<file path="config.mk">
export PLATFORM = sky130hd
export DESIGN_NAME = tcm_channel
export DESIGN_NICKNAME = d
export VERILOG_FILES = /design/src/logic/tcm_pkg.sv /design/src/logic/tcm_pin_edge.sv /design/src/logic/tcm_channel.sv
export SDC_FILE = /design/constraint.sdc
export NUM_CORES = 1
export LEC_CHECK = 0
export BUFFER_PORTS_ARGS = -buffer_cell sky130_fd_sc_hd__clkbuf_2
export CAP_MARGIN = 5
export CORE_MARGIN = 5
export CORE_UTILIZATION = 25
export DETAILED_ROUTE_END_ITERATION = 8
export MAX_ROUTING_LAYER = met4
export SETUP_SLACK_MARGIN = 0.1
export SLEW_MARGIN = 40
export SYNTH_ARGS = -nofsm -noshare
export SYNTH_HDL_FRONTEND = slang
export SYNTH_SLANG_ARGS = --single-unit
</file>
<file path="constraint.sdc">
create_clock -name aclk -period 4.4 [get_ports aclk]
set_input_delay 0.44 -clock aclk [delete_from_list [all_inputs] [get_ports aclk]]
set_output_delay 0.44 -clock aclk [all_outputs]
set_load 0.02 [all_outputs]
</file>
<file path="src/logic/tcm_pkg.sv">
// Contract
// - Trigger select 000 starts on software trigger only; undefined codes prohibited.
// - Trigger select 001 uses input valid edge as start and capture trigger.
// - Trigger select 010 uses one input edge to start, other to capture.
// - Trigger select 100 takes the master channel interrupt as trigger.
// - Edge select 0 means falling edge valid, 1 means rising edge valid.
// - Edge select 2 starts on falling edge, captures on rising edge.
// - Edge select 3 starts on rising edge, captures on falling edge.
// - Mode 000x is interval timer mode, counting down.
// - Mode 010x is capture mode, counting up.
// - Mode 0110 is event counter mode, counting down.
// - Mode 100x is one-count mode, counting down.
// - Mode 1100 is capture and one-count mode, counting up; others prohibited.
// - Interval or capture: start option raises interrupt and toggles output at start.
// - One-count: start option makes retrigger valid with interrupt; else ignored.
// - Event and capture one-count: no start interrupt, no output change, no retrigger.
// - Interval interrupt period is compare value plus one count clocks.
// - Output enable zero: pin follows software output bit, counting leaves it.
// - Output enable one: software output writes ignored, timer drives output.
// - Count source bit selects operation clock or input valid edge.
// - Clock select 00,01,10,11 picks prescaled clock a, c, b, d.
package tcm_pkg;

  // ----------------------------------------
  // Register map
  // ----------------------------------------
  localparam int          ADDR_W       = 8;
  localparam int          CNT_W        = 16;
  localparam logic [7:0]  OFF_MODE_CFG = 8'h00;
  localparam logic [7:0]  OFF_COMPARE  = 8'h04;
  localparam logic [7:0]  OFF_OUT_CTRL = 8'h08;
  localparam logic [7:0]  OFF_CONTROL  = 8'h0C;
  localparam logic [7:0]  OFF_STATUS   = 8'h10;
  localparam logic [7:0]  OFF_CAPTURE  = 8'h14;

  // ----------------------------------------
  // Field positions
  // ----------------------------------------
  localparam int          CLK_SEL_HI   = 15;
  localparam int          CLK_SEL_LO   = 14;
  localparam int          CNT_SRC_BIT  = 12;
  localparam int          TRIG_HI      = 10;
  localparam int          TRIG_LO      = 8;
  localparam int          EDGE_HI      = 7;
  localparam int          EDGE_LO      = 6;
  localparam int          MODE_HI      = 3;
  localparam int          MODE_LO      = 1;
  localparam int          OPT_BIT      = 0;
  localparam int          OE_BIT       = 0;
  localparam int          OUT_BIT      = 1;
  localparam int          SW_START_BIT = 0;
  localparam int          SW_STOP_BIT  = 1;
  localparam int          RUN_BIT      = 0;
  localparam logic [15:0] MODE_CFG_MASK = 16'hD7CF;

  // ----------------------------------------
  // Reset values and codes
  // ----------------------------------------
  localparam logic [15:0] MODE_CFG_RST = 16'h0000;
  localparam logic [15:0] COMPARE_RST  = 16'h0000;
  localparam logic        OE_RST       = 1'b0;
  localparam logic        OUT_RST      = 1'b0;
  localparam logic [2:0]  TRIG_SW      = 3'h0;
  localparam logic [2:0]  TRIG_EDGE    = 3'h1;
  localparam logic [2:0]  TRIG_BOTH    = 3'h2;
  localparam logic [2:0]  TRIG_MASTER  = 3'h4;
  localparam logic [1:0]  RESP_OKAY    = 2'h0;
  localparam logic [1:0]  RESP_SLVERR  = 2'h2;

  typedef enum logic [2:0] {
    TCM_INTERVAL, TCM_CAPTURE, TCM_EVENT, TCM_ONECOUNT, TCM_CAPONE, TCM_BAD
  } tcm_mode_t;

endpackage : tcm_pkg

</file>
<file path="src/logic/tcm_pin_edge.sv">
`timescale 1ns/1ns
module tcm_pin_edge (
  // Clock and reset
  input  wire logic aclk,
  input  wire logic aresetn,
  // Pin
  input  wire logic pin_async,
  // Edge pulses
  output logic      rise,
  output logic      fall
);

  typedef struct packed {
    logic sync1;
    logic sync2;
    logic prev;
  } tcm_edge_t;

  tcm_edge_t st_reg;
  tcm_edge_t st_next;

  always_comb begin
    st_next       = st_reg;
    st_next.sync1 = pin_async;
    st_next.sync2 = st_reg.sync1;
    st_next.prev  = st_reg.sync2;
  end

  always_ff @(posedge aclk) begin
    if (!aresetn) begin
      st_reg <= '{sync1: 1'b0, sync2: 1'b0, prev: 1'b0};
    end else begin
      st_reg <= st_next;
    end
  end

  assign rise = st_reg.sync2 & ~st_reg.prev;
  assign fall = ~st_reg.sync2 & st_reg.prev;

endmodule : tcm_pin_edge

</file>
<file path="src/logic/tcm_channel.sv">
`timescale 1ns/1ns
module tcm_channel #(
  parameter int CW = tcm_pkg::CNT_W
) (
  // Clock and reset
  input  wire logic                     aclk,
  input  wire logic                     aresetn,
  // AXI4-Lite write
  input  wire logic [tcm_pkg::ADDR_W-1:0] s_axi_awaddr,
  input  wire logic                     s_axi_awvalid,
  output logic                          s_axi_awready,
  input  wire logic [31:0]              s_axi_wdata,
  input  wire logic [3:0]               s_axi_wstrb,
  input  wire logic                     s_axi_wvalid,
  output logic                          s_axi_wready,
  output logic [1:0]                    s_axi_bresp,
  output logic                          s_axi_bvalid,
  input  wire logic                     s_axi_bready,
  // AXI4-Lite read
  input  wire logic [tcm_pkg::ADDR_W-1:0] s_axi_araddr,
  input  wire logic                     s_axi_arvalid,
  output logic                          s_axi_arready,
  output logic [31:0]                   s_axi_rdata,
  output logic [1:0]                    s_axi_rresp,
  output logic                          s_axi_rvalid,
  input  wire logic                     s_axi_rready,
  // Prescaled clock enables and master trigger
  input  wire logic                     prescaled_clock_a,
  input  wire logic                     prescaled_clock_b,
  input  wire logic                     prescaled_clock_c,
  input  wire logic                     prescaled_clock_d,
  input  wire logic                     master_interrupt,
  // Pins and interrupt
  input  wire logic                     timer_input_pin,
  output logic                          timer_output_pin,
  output logic                          channel_interrupt
);
  import tcm_pkg::*;

  // ----------------------------------------
  // State
  // ----------------------------------------
  typedef struct packed {
    logic          awready;
    logic          wready;
    logic          bvalid;
    logic [1:0]    bresp;
    logic          arready;
    logic          rvalid;
    logic [1:0]    rresp;
    logic [31:0]   rdata;
    logic          aw_have;
    logic [ADDR_W-1:0] aw_addr;
    logic          w_have;
    logic [31:0]   wdata;
    logic [3:0]    wstrb;
    logic [15:0]   mode_cfg;
    logic [CW-1:0] compare;
    logic          oe;
    logic          out_bit;
    logic [CW-1:0] counter;
    logic [CW-1:0] capture;
    logic          running;
    logic          irq;
  } tcm_state_t;

  tcm_state_t st_reg;
  tcm_state_t st_next;

  logic       pin_rise;
  logic       pin_fall;
  logic       valid_edge;
  logic       start_edge;
  logic       cap_edge;
  logic       op_clk;
  logic       tick;
  logic       sw_start;
  logic       sw_stop;
  logic       start_c;
  logic       capture_c;
  logic       wr_go;
  logic       wr_out;
  logic [2:0] trig;
  logic [1:0] edge_sel;
  logic       opt;
  tcm_mode_t  mode;

  tcm_pin_edge u_edge (
    .aclk      (aclk),
    .aresetn   (aresetn),
    .pin_async (timer_input_pin),
    .rise      (pin_rise),
    .fall      (pin_fall)
  );

  // ----------------------------------------
  // Trigger and clock selection
  // ----------------------------------------
  always_comb begin
    trig     = st_reg.mode_cfg[TRIG_HI:TRIG_LO];
    edge_sel = st_reg.mode_cfg[EDGE_HI:EDGE_LO];
    opt      = st_reg.mode_cfg[OPT_BIT];
    unique case (st_reg.mode_cfg[MODE_HI:MODE_LO])
      3'b000: mode = TCM_INTERVAL;
      3'b010: mode = TCM_CAPTURE;
      3'b011: mode = opt ? TCM_BAD : TCM_EVENT;
      3'b100: mode = TCM_ONECOUNT;
      3'b110: mode = opt ? TCM_BAD : TCM_CAPONE;
      default: mode = TCM_BAD;
    endcase
    unique case (edge_sel)
      2'd0: begin
        valid_edge = pin_fall;
        start_edge = pin_fall;
        cap_edge   = pin_fall;
      end
      2'd1: begin
        valid_edge = pin_rise;
        start_edge = pin_rise;
        cap_edge   = pin_rise;
      end
      2'd2: begin
        valid_edge = pin_fall;
        start_edge = pin_fall;
        cap_edge   = pin_rise;
      end
      2'd3: begin
        valid_edge = pin_rise;
        start_edge = pin_rise;
        cap_edge   = pin_fall;
      end
    endcase
    unique case (st_reg.mode_cfg[CLK_SEL_HI:CLK_SEL_LO])
      2'b00: op_clk = prescaled_clock_a;
      2'b01: op_clk = prescaled_clock_c;
      2'b10: op_clk = prescaled_clock_b;
      2'b11: op_clk = prescaled_clock_d;
    endcase
    tick = st_reg.mode_cfg[CNT_SRC_BIT] ? valid_edge : op_clk;
  end

  // ----------------------------------------
  // Bus write decode
  // ----------------------------------------
  always_comb begin
    wr_go    = st_reg.aw_have && st_reg.w_have && !st_reg.bvalid;
    sw_start = wr_go && st_reg.aw_addr == OFF_CONTROL && st_reg.wstrb[0]
               && st_reg.wdata[SW_START_BIT];
    sw_stop  = wr_go && st_reg.aw_addr == OFF_CONTROL && st_reg.wstrb[0]
               && st_reg.wdata[SW_STOP_BIT];
    wr_out   = wr_go && st_reg.aw_addr == OFF_OUT_CTRL && st_reg.wstrb[0];
    unique case (trig)
      TRIG_EDGE: begin
        start_c   = sw_start || valid_edge;
        capture_c = valid_edge;
      end
      TRIG_BOTH: begin
        start_c   = sw_start || start_edge;
        capture_c = cap_edge;
      end
      TRIG_MASTER: begin
        start_c   = sw_start || master_interrupt;
        capture_c = 1'b0;
      end
      default: begin
        start_c   = sw_start;
        capture_c = 1'b0;
      end
    endcase
  end

  // ----------------------------------------
  // Next state
  // ----------------------------------------
  always_comb begin
    st_next     = st_reg;
    st_next.irq = 1'b0;
    // Write channel
    if (s_axi_awvalid && st_reg.awready) begin
      st_next.aw_have = 1'b1;
      st_next.aw_addr = s_axi_awaddr;
    end
    if (s_axi_wvalid && st_reg.wready) begin
      st_next.w_have = 1'b1;
      st_next.wdata  = s_axi_wdata;
      st_next.wstrb  = s_axi_wstrb;
    end
    if (st_reg.bvalid && s_axi_bready) begin
      st_next.bvalid = 1'b0;
    end
    if (wr_go) begin
      st_next.aw_have = 1'b0;
      st_next.w_have  = 1'b0;
      st_next.bvalid  = 1'b1;
      st_next.bresp   = RESP_OKAY;
      unique case (st_reg.aw_addr)
        OFF_MODE_CFG: begin
          for (int b = 0; b < 2; b++) begin
            if (st_reg.wstrb[b]) begin
              st_next.mode_cfg[b*8 +: 8] = st_reg.wdata[b*8 +: 8] & MODE_CFG_MASK[b*8 +: 8];
            end
          end
        end
        OFF_COMPARE: begin
          for (int b = 0; b < CW/8; b++) begin
            if (st_reg.wstrb[b]) begin
              st_next.compare[b*8 +: 8] = st_reg.wdata[b*8 +: 8];
            end
          end
        end
        OFF_OUT_CTRL: begin
          if (st_reg.wstrb[0]) begin
            st_next.oe = st_reg.wdata[OE_BIT];
            if (!st_reg.oe) begin
              st_next.out_bit = st_reg.wdata[OUT_BIT];
            end
          end
        end
        OFF_CONTROL: begin
        end
        default: st_next.bresp = RESP_SLVERR;
      endcase
    end
    // Read channel
    if (st_reg.rvalid && s_axi_rready) begin
      st_next.rvalid = 1'b0;
    end
    if (s_axi_arvalid && st_reg.arready) begin
      st_next.rvalid = 1'b1;
      st_next.rresp  = RESP_OKAY;
      st_next.rdata  = 32'h0000_0000;
      unique case (s_axi_araddr)
        OFF_MODE_CFG: st_next.rdata[15:0] = st_reg.mode_cfg;
        OFF_COMPARE:  st_next.rdata[CW-1:0] = st_reg.compare;
        OFF_OUT_CTRL: st_next.rdata[1:0] = {st_reg.out_bit, st_reg.oe};
        OFF_CONTROL:  st_next.rdata = 32'h0000_0000;
        OFF_STATUS:   st_next.rdata = {st_reg.counter, 15'h0000, st_reg.running};
        OFF_CAPTURE:  st_next.rdata[CW-1:0] = st_reg.capture;
        default:      st_next.rresp = RESP_SLVERR;
      endcase
    end
    // Channel operation
    if (sw_stop) begin
      st_next.running = 1'b0;
    end else begin
      unique case (mode)
        TCM_INTERVAL, TCM_EVENT: begin
          if (start_c && !st_reg.running) begin
            st_next.running = 1'b1;
            st_next.counter = st_reg.compare;
            if (mode == TCM_INTERVAL && opt) begin
              st_next.irq = 1'b1;
              if (st_reg.oe) st_next.out_bit = ~st_reg.out_bit;
            end
          end else if (st_reg.running && tick) begin
            if (st_reg.counter == '0) begin
              st_next.counter = st_reg.compare;
              st_next.irq     = 1'b1;
              if (mode == TCM_INTERVAL && st_reg.oe) begin
                st_next.out_bit = ~st_reg.out_bit;
              end
            end else begin
              st_next.counter = st_reg.counter - 1'b1;
            end
          end
        end
        TCM_CAPTURE: begin
          if (start_c && !st_reg.running) begin
            st_next.running = 1'b1;
            st_next.counter = '0;
            if (opt) begin
              st_next.irq = 1'b1;
              if (st_reg.oe) st_next.out_bit = ~st_reg.out_bit;
            end
          end else if (st_reg.running && capture_c) begin
            st_next.capture = st_reg.counter;
            st_next.counter = '0;
            st_next.irq     = 1'b1;
          end else if (st_reg.running && tick) begin
            st_next.counter = st_reg.counter + 1'b1;
          end
        end
        TCM_ONECOUNT: begin
          if (start_c && (!st_reg.running || opt)) begin
            st_next.running = 1'b1;
            st_next.counter = st_reg.compare;
            st_next.irq     = st_reg.running;
            if (st_reg.oe) st_next.out_bit = 1'b1;
          end else if (st_reg.running && tick) begin
            if (st_reg.counter == '0) begin
              st_next.running = 1'b0;
              st_next.irq     = 1'b1;
              if (st_reg.oe) st_next.out_bit = 1'b0;
            end else begin
              st_next.counter = st_reg.counter - 1'b1;
            end
          end
        end
        TCM_CAPONE: begin
          if (start_c && !st_reg.running) begin
            st_next.running = 1'b1;
            st_next.counter = '0;
          end else if (st_reg.running && capture_c) begin
            st_next.capture = st_reg.counter;
            st_next.running = 1'b0;
            st_next.irq     = 1'b1;
          end else if (st_reg.running && tick) begin
            st_next.counter = st_reg.counter + 1'b1;
          end
        end
        TCM_BAD: st_next.running = 1'b0;
      endcase
    end
    st_next.awready = !st_next.aw_have && !st_next.bvalid;
    st_next.wready  = !st_next.w_have && !st_next.bvalid;
    st_next.arready = !st_next.rvalid;
  end

  always_ff @(posedge aclk) begin
    if (!aresetn) begin
      st_reg          <= '0;
      st_reg.mode_cfg <= MODE_CFG_RST;
      st_reg.compare  <= CW'(COMPARE_RST);
      st_reg.oe       <= OE_RST;
      st_reg.out_bit  <= OUT_RST;
    end else begin
      st_reg <= st_next;
    end
  end

  // ----------------------------------------
  // Outputs
  // ----------------------------------------
  assign s_axi_awready     = st_reg.awready;
  assign s_axi_wready      = st_reg.wready;
  assign s_axi_bvalid      = st_reg.bvalid;
  assign s_axi_bresp       = st_reg.bresp;
  assign s_axi_arready     = st_reg.arready;
  assign s_axi_rvalid      = st_reg.rvalid;
  assign s_axi_rresp       = st_reg.rresp;
  assign s_axi_rdata       = st_reg.rdata;
  assign timer_output_pin  = st_reg.out_bit;
  assign channel_interrupt = st_reg.irq;
endmodule : tcm_channel

</file>
## Word level (Yosys, flattened, before mapping)

Index checks and enable logic that the tools add are counted.

| cells by class | value |
|---|---|
| equal/unequal tests | 37 |
| bitwise gates (word level) | 7 |
| muxes and demuxes | 69 |
| add/subtract/negate cells | 2 |
| reduce and logical (&&, ||, !) cells | 55 |

Operator list:

| operator | number |
|---|---|
| $mux 16 | 11 |
| $mux 17 | 4 |
| $pmux 16 s4 | 1 |
| $pmux 14 s3 | 1 |
| $mux 37 | 1 |
| $mux 35 | 1 |
| $mux 33 | 1 |
| $eq 8x4->1 const B | 4 |
| $pmux 16 s2 | 1 |
| $mux 1 | 29 |
| $logic_and 1x1->1 | 19 |
| $mux 18 | 1 |
| $ne 3x3->1 const B | 6 |
| $add 16x1->16 const B | 1 |
| $eq 8x3->1 const B | 2 |
| $eq 8x5->1 const B | 2 |
| $logic_not 16->1 | 1 |
| $logic_not 8->1 | 2 |
| $sub 16x1->16 const B | 1 |
| $eq 3x2->1 const B | 5 |
| $eq 3x3->1 const B | 5 |
| $pmux 3 s5 | 1 |
| $reduce_and 3->1 | 5 |
| $reduce_or 2->1 | 7 |
| 25 further kinds | 58 |

| word-level totals | value |
|---|---|
| register bits | 154 |
| input port bits | 65 |
| word-level logic and storage cells | 196 |
| output and inout port bits | 43 |

## Longest topological paths before layout

| logic depth | value |
|---|---|
| depth in word-level cells | 11 |
| mapped depth | 12 |
| depth with buffers taken out | 11 |

## Cells and area by module

From an unflattened synthesis, not the netlist that was laid out.

| unflattened totals | value |
|---|---|
| cells, all modules | 881 |
| area total of the unflattened synthesis | 7452.1 µm² |

Modules (own cells, without submodules):

| module | instances | cells each | seq. area each (µm²) | area an instance (µm²) |
|---|---|---|---|---|
| tcm_channel | 1 | 873 | 2622.5 | 7360.8 |
| tcm_pin_edge | 1 | 8 | 60.1 | 91.3 |

## Least setup slack after synthesis

No wires, ideal clock.

| path | value |
|---|---|
| path kind | reg2reg |
| start | register st_reg[26] (netlist name) |
| end | register st_reg[20] (netlist name) |
| buffers on the path | 2 |
| required time | 4.281 ns |
| stages on the path, launching flop included | 11 |
| library setup time | 0.119 ns |
| data arrival time | 2.650 ns |
| period minus slack after synthesis | 2.769 ns |
| path slack | 1.631 ns |
| path through | dfxtp_1 -> buf_6 -> or4_4 -> or4_4 -> or4_4 -> buf_6 -> nand2_2 -> nor2_1 -> nor2_1 -> o2111ai_1 -> o221a_1 |

| between the ends | value |
|---|---|
| longest elaborated chain between the ends | 5 |
| elaborated cells between the ends (all ways) | 7 |
| classes of those cells | eq/ne: 1; mux: 4; reduce/logical: 2 |

RTL lines:

| what | RTL line | RTL |
|---|---|---|
| from (decl) | tcm_channel.sv:67 | `tcm_state_t st_reg;` |
| from (signal assigned) | tcm_channel.sv:327 | `st_reg <= st_next;` |
| $logic_not 16->1 (*) | tcm_channel.sv:256, tcm_channel.sv:290 |  |
| $mux 16 | tcm_channel.sv:256 | `if (st_reg.counter == '0) begin` |
| $mux 17 | tcm_channel.sv:255 | `end else if (st_reg.running && tick) begin` |
| $mux 17 | tcm_channel.sv:248 | `if (start_c && !st_reg.running) begin` |
| $pmux 16 s4 | tcm_channel.sv:246 | `unique case (mode)` |

Mark *: on every way between the ends. The rest lies on a longest branch, timed or not. The select of a mux whose other input is x is not followed.
A chain may end at the register's enable or synchronous reset.

## Final worst setup path

| path | value |
|---|---|
| start | register st_reg (netlist bit edge_sel[1]) |
| end | register st_reg[32] (netlist name) |

| between the ends | value |
|---|---|
| longest elaborated chain between the ends | 9 |
| elaborated cells between the ends (all ways) | 31 |
| classes of those cells | eq/ne: 7; mux: 13; reduce/logical: 11 |

RTL lines:

| what | RTL line | RTL |
|---|---|---|
| $eq 2x2->1, or another cell as far along | tcm_channel.sv:111 | `unique case (edge_sel)` |
| $reduce_or 2->1 (no line) | -- |  |
| $pmux 1 s2 | tcm_channel.sv:111 |  |
| $mux 1 | tcm_channel.sv:139 | `tick = st_reg.mode_cfg[CNT_SRC_BIT] ? valid_edge : op_clk;` |
| $logic_and 1x1->1 | -- |  |
| $mux 16 | -- |  |
| $mux 16, on equally long branches | -- |  |
| $mux 16, on equally long branches | tcm_channel.sv:300, tcm_channel.sv:268 |  |
| $pmux 16 s4 | tcm_channel.sv:246 |  |

Parallel ways exist; a longest one is shown, timed or not. The select of a mux whose other input is x is not followed.

==> impl_metrics.prom <==
# TYPE chip_impl_metric gauge
chip_impl_metric{name="antennaDiodeCount",unit=""} 0
chip_impl_metric{name="ant_nets",unit=""} 0
chip_impl_metric{name="slew_headroom",unit="%"} 44.13
chip_impl_metric{name="clock_slew_at_reported_path_ffs",unit="ns"} 0.06
chip_impl_metric{name="reg2reg_setup_slack",unit="ns"} 0.91
chip_impl_metric{name="horizontal_die_dimension",unit="um"} 181.1
chip_impl_metric{name="synthesis.area",unit="sq um"} 7318
chip_impl_metric{name="timing.critical_path.fanout_max",unit=""} 12
chip_impl_info{name="layout_commonest_cell",value="sky130_fd_sc_hd__nand2_1"} 1
chip_impl_metric{name="gr-usage-all-layers",unit="%"} 12.95
chip_impl_metric{name="period_minus_slack",unit="ns"} 3.494
chip_impl_info{name="tritoncts",value="done"} 1
chip_impl_metric{name="post-route-drc-count",unit=""} 0
chip_impl_metric{name="placement_rows",unit=""} 62
chip_impl_metric{name="worst_pin_slew",unit="ns"} 0.8381
chip_impl_info{name="layout_common_cells",value="sky130_fd_sc_hd__nand2_1 (146), sky130_fd_sc_hd__dfxtp_1 (134), sky130_fd_sc_hd__clkbuf_2 (86)"} 1
chip_impl_metric{name="grt_antenna_before_repair",unit=""} 0
chip_impl_metric{name="netlist-cell-type-count",unit=""} 82
chip_impl_metric{name="routabilityCongestion",unit=""} 0.8854
chip_impl_metric{name="setup-tns-final",unit="ns"} 0
chip_impl_metric{name="max_capacitance_violation_count",unit=""} 0
chip_impl_info{name="synth_top_flop_cell",value="sky130_fd_sc_hd__dfxtp_1"} 1
chip_impl_metric{name="design.core.area",unit="sq um"} 28780
chip_impl_metric{name="final_hold_viol_count",unit=""} 0
chip_impl_metric{name="share_of_final_layout_standard_cells_stronger_than_drive_strength_1",unit="%"} 18.14
chip_impl_metric{name="numCtsBuffers",unit=""} 17
chip_impl_metric{name="fmaxAchievable",unit="MHz"} 286.2
chip_impl_metric{name="cts.sinks",unit=""} 134
chip_impl_metric{name="vias_per_cell",unit=""} 4.886
chip_impl_metric{name="timing.final.max_slew_violations",unit=""} 0
chip_impl_metric{name="gr-total-overflow",unit=""} 0
chip_impl_info{name="result_of_the_run",value="completed"} 1
chip_impl_metric{name="synth_area_per_cell",unit="sq um"} 8.223
chip_impl_metric{name="clkLatencyLatePin",unit="ns"} 0.43
chip_impl_metric{name="worst_slack_at_placement",unit="ns"} 0.9888
chip_impl_metric{name="floorplan.initialDensity",unit="%"} 25.43
chip_impl_metric{name="hpwl",unit="mm"} 15.46
chip_impl_metric{name="ratio_of_total_power_to_cell_area",unit="nW/um^2"} 324.9
chip_impl_info{name="hold_path.class",value="input port to flip-flop"} 1
chip_impl_metric{name="floorplan.io_pins",unit=""} 108
chip_impl_metric{name="design.die.area",unit="sq um"} 32800
chip_impl_metric{name="vias",unit=""} 6401
chip_impl_metric{name="final.setup_skew",unit="ns"} 0.01554
chip_impl_metric{name="yosys_warnings",unit=""} 0
chip_impl_metric{name="flow.area_growth_from_synthesis",unit="%"} 14.57
chip_impl_metric{name="fp.dieH",unit="um"} 181.1
chip_impl_info{name="critical_path.startpoint_type",value="flip-flop"} 1
chip_impl_metric{name="final_min_period_over_clock_period",unit="%"} 79.41
chip_impl_metric{name="detailedRoute.firstIterationViolations",unit=""} 529
chip_impl_info{name="cp-endpoint",value="st_reg[32]"} 1
chip_impl_info{name="worst_r2r_startpoint",value="edge_sel[1]"} 1
chip_impl_info{name="end_of_the_worst_register_to_register_path",value="st_reg[32]"} 1
chip_impl_metric{name="post-cts-setup-buffers",unit=""} 0
chip_impl_metric{name="first_global_vias",unit=""} 5999
chip_impl_info{name="worst-setup-path-type",value="flip-flop to flip-flop"} 1
chip_impl_metric{name="power.leakage",unit="uW"} 0.003232
chip_impl_metric{name="endpoint_required_time_on_the_critical_path",unit="ns"} 4.74
chip_impl_metric{name="count_of_h_tree_levels_built_during_cts",unit=""} 4
chip_impl_metric{name="grt_first_pass_wirelength",unit="mm"} 33.60
chip_impl_info{name="critPathCaptureType",value="flip-flop"} 1
chip_impl_metric{name="synth_enable_flop_cells",unit=""} 0
chip_impl_metric{name="final_net_count",unit=""} 984
chip_impl_metric{name="max-clock-path-buffers",unit=""} 2
chip_impl_metric{name="setup_viol_count_final",unit=""} 0
chip_impl_metric{name="critPathArrivalTime",unit="ns"} 3.84
chip_impl_metric{name="drt-pass1-iter-count",unit=""} 5
chip_impl_metric{name="route.detailed.wl_per_inst",unit="um"} 16.20
chip_impl_metric{name="maximum_number_of_pins_on_one_net_before_global_route_repair",unit=""} 100
chip_impl_metric{name="r2r_cells",unit=""} 11
chip_impl_info{name="cts_root_buf",value="sky130_fd_sc_hd__clkbuf_16"} 1
chip_impl_metric{name="port-buffer-count",unit=""} 87
chip_impl_metric{name="largest_register_ffs",unit=""} 87
chip_impl_metric{name="max-vdd-ir-drop",unit="uV"} 151.8
chip_impl_metric{name="register_bit_count_reported_by_yosys",unit=""} 134
chip_impl_metric{name="drt_wl_total",unit="mm"} 21.23
chip_impl_metric{name="synth_cells",unit=""} 890
chip_impl_metric{name="postCtsResizedCells",unit=""} 0
chip_impl_metric{name="final.setup.worst_slack",unit="ns"} 0.9059
chip_impl_info{name="grt_setup_unrepaired",value="false"} 1
chip_impl_metric{name="synth-seq-area-share",unit="%"} 36.66
chip_impl_metric{name="hold_buffers",unit=""} 0
chip_impl_metric{name="async_flop_share",unit="%"} 0
chip_impl_info{name="setup.worst_path.start",value="edge_sel[1]"} 1
worst max-delay path, stage by stage, from the launching register on:
cell	delay (ns)
sky130_fd_sc_hd__dfxtp_1	0.40
sky130_fd_sc_hd__inv_1	0.06
sky130_fd_sc_hd__ha_1	0.20
sky130_fd_sc_hd__o21ba_2	0.21
sky130_fd_sc_hd__a21oi_1	0.41
sky130_fd_sc_hd__o32ai_1	0.20
sky130_fd_sc_hd__o22ai_2	0.54
sky130_fd_sc_hd__a22oi_1	0.28
sky130_fd_sc_hd__o221ai_2	0.72
sky130_fd_sc_hd__buf_4	0.23
sky130_fd_sc_hd__a21oi_1	0.04
sky130_fd_sc_hd__o22ai_1	0.13
how the worst min path moves through the flow:
stage / startpoint / endpoint / cells past startpoint
2_1_floorplan: u_edge.st_next[1] / u_edge.st_next[0] / 1
3_3_place_gp: u_edge.st_next[1] / u_edge.st_next[0] / 1
3_5_place_dp: u_edge.st_next[1] / u_edge.st_next[0] / 1
4_1_cts: timer_input_pin / u_edge.st_next[1] / 2
5_1_grt: timer_input_pin / u_edge.st_next[1] / 2
6_report: timer_input_pin / u_edge.st_next[1] / 2
synthesized netlist by cell type, drive strengths merged (11+ instances only):
cell,instances,area [sq um]
nand2,148,560.5
dfxtp,134,2683
buf,51,371.6
nor2,49,191.4
clkbuf,48,182.7
nor2b,48,300.3
a21boi,45,337.8
a21oi,38,193.9
mux2i,37,370.4
o21ai,33,165.2
a22oi,29,217.7
and2,24,150.1
nand3,23,115.1
nor3,16,91.34
o22ai,12,81.33
mux2,11,123.9
power by group:
part | internal [uW] | switching, uW | total [uW]
logic | 48.7 | 71.7 | 120
clock network | 767 | 590 | 1360
registers | 1230 | 15.1 | 1250
kinds of logic after synthesis:
group	share of synthesized area, %
and+or+nand+nor	23.88
other	0.05124
muxes	7.061
adders and majority gates	1.026
DFF	36.66
buffers and inverters	8.036
xor gates and xnor gates	2.274
AOI/OAI and AO/OA	21.01
final cells by class:
type | instances | area, sq um
tap | 384 | 480.5
inverter | 9 | 33.78
clock buffer | 19 | 452.9
fill | 3081 | 20400
sequential | 134 | 2683
clock inverter | 13 | 112.6
multi-input combinational | 649 | 4068
timing repair buffer | 102 | 554.3
through the flow:
step | util (%) | power, uW | instance area [sq um] | hold WS, ns | instances
final | 29.13 | 2724 | 8384 | 0.2219 | 1310
after CTS | 29.08 | 2757 | 8371 | 0.2101 | 1310
after floorplan | - | 1351 | 7322 | 0.4119 | 891
after global routing | 29.13 | 2821 | 8384 | 0.2228 | 1310
after global placement | 27.12 | 1394 | 7805 | 0.4203 | 1278
after detailed placement | 27.12 | 1396 | 7805 | 0.4250 | 1278
layer usage:
metal	track usage [%]	routed length [um]	up-vias
li1	-	-	3150
met1	18.14	10290	3001
met2	18.60	9216	225
met3	3.358	1417	25
met4	3.272	301	0
met5	-	0	-
(Power assumes the default switching activity.)
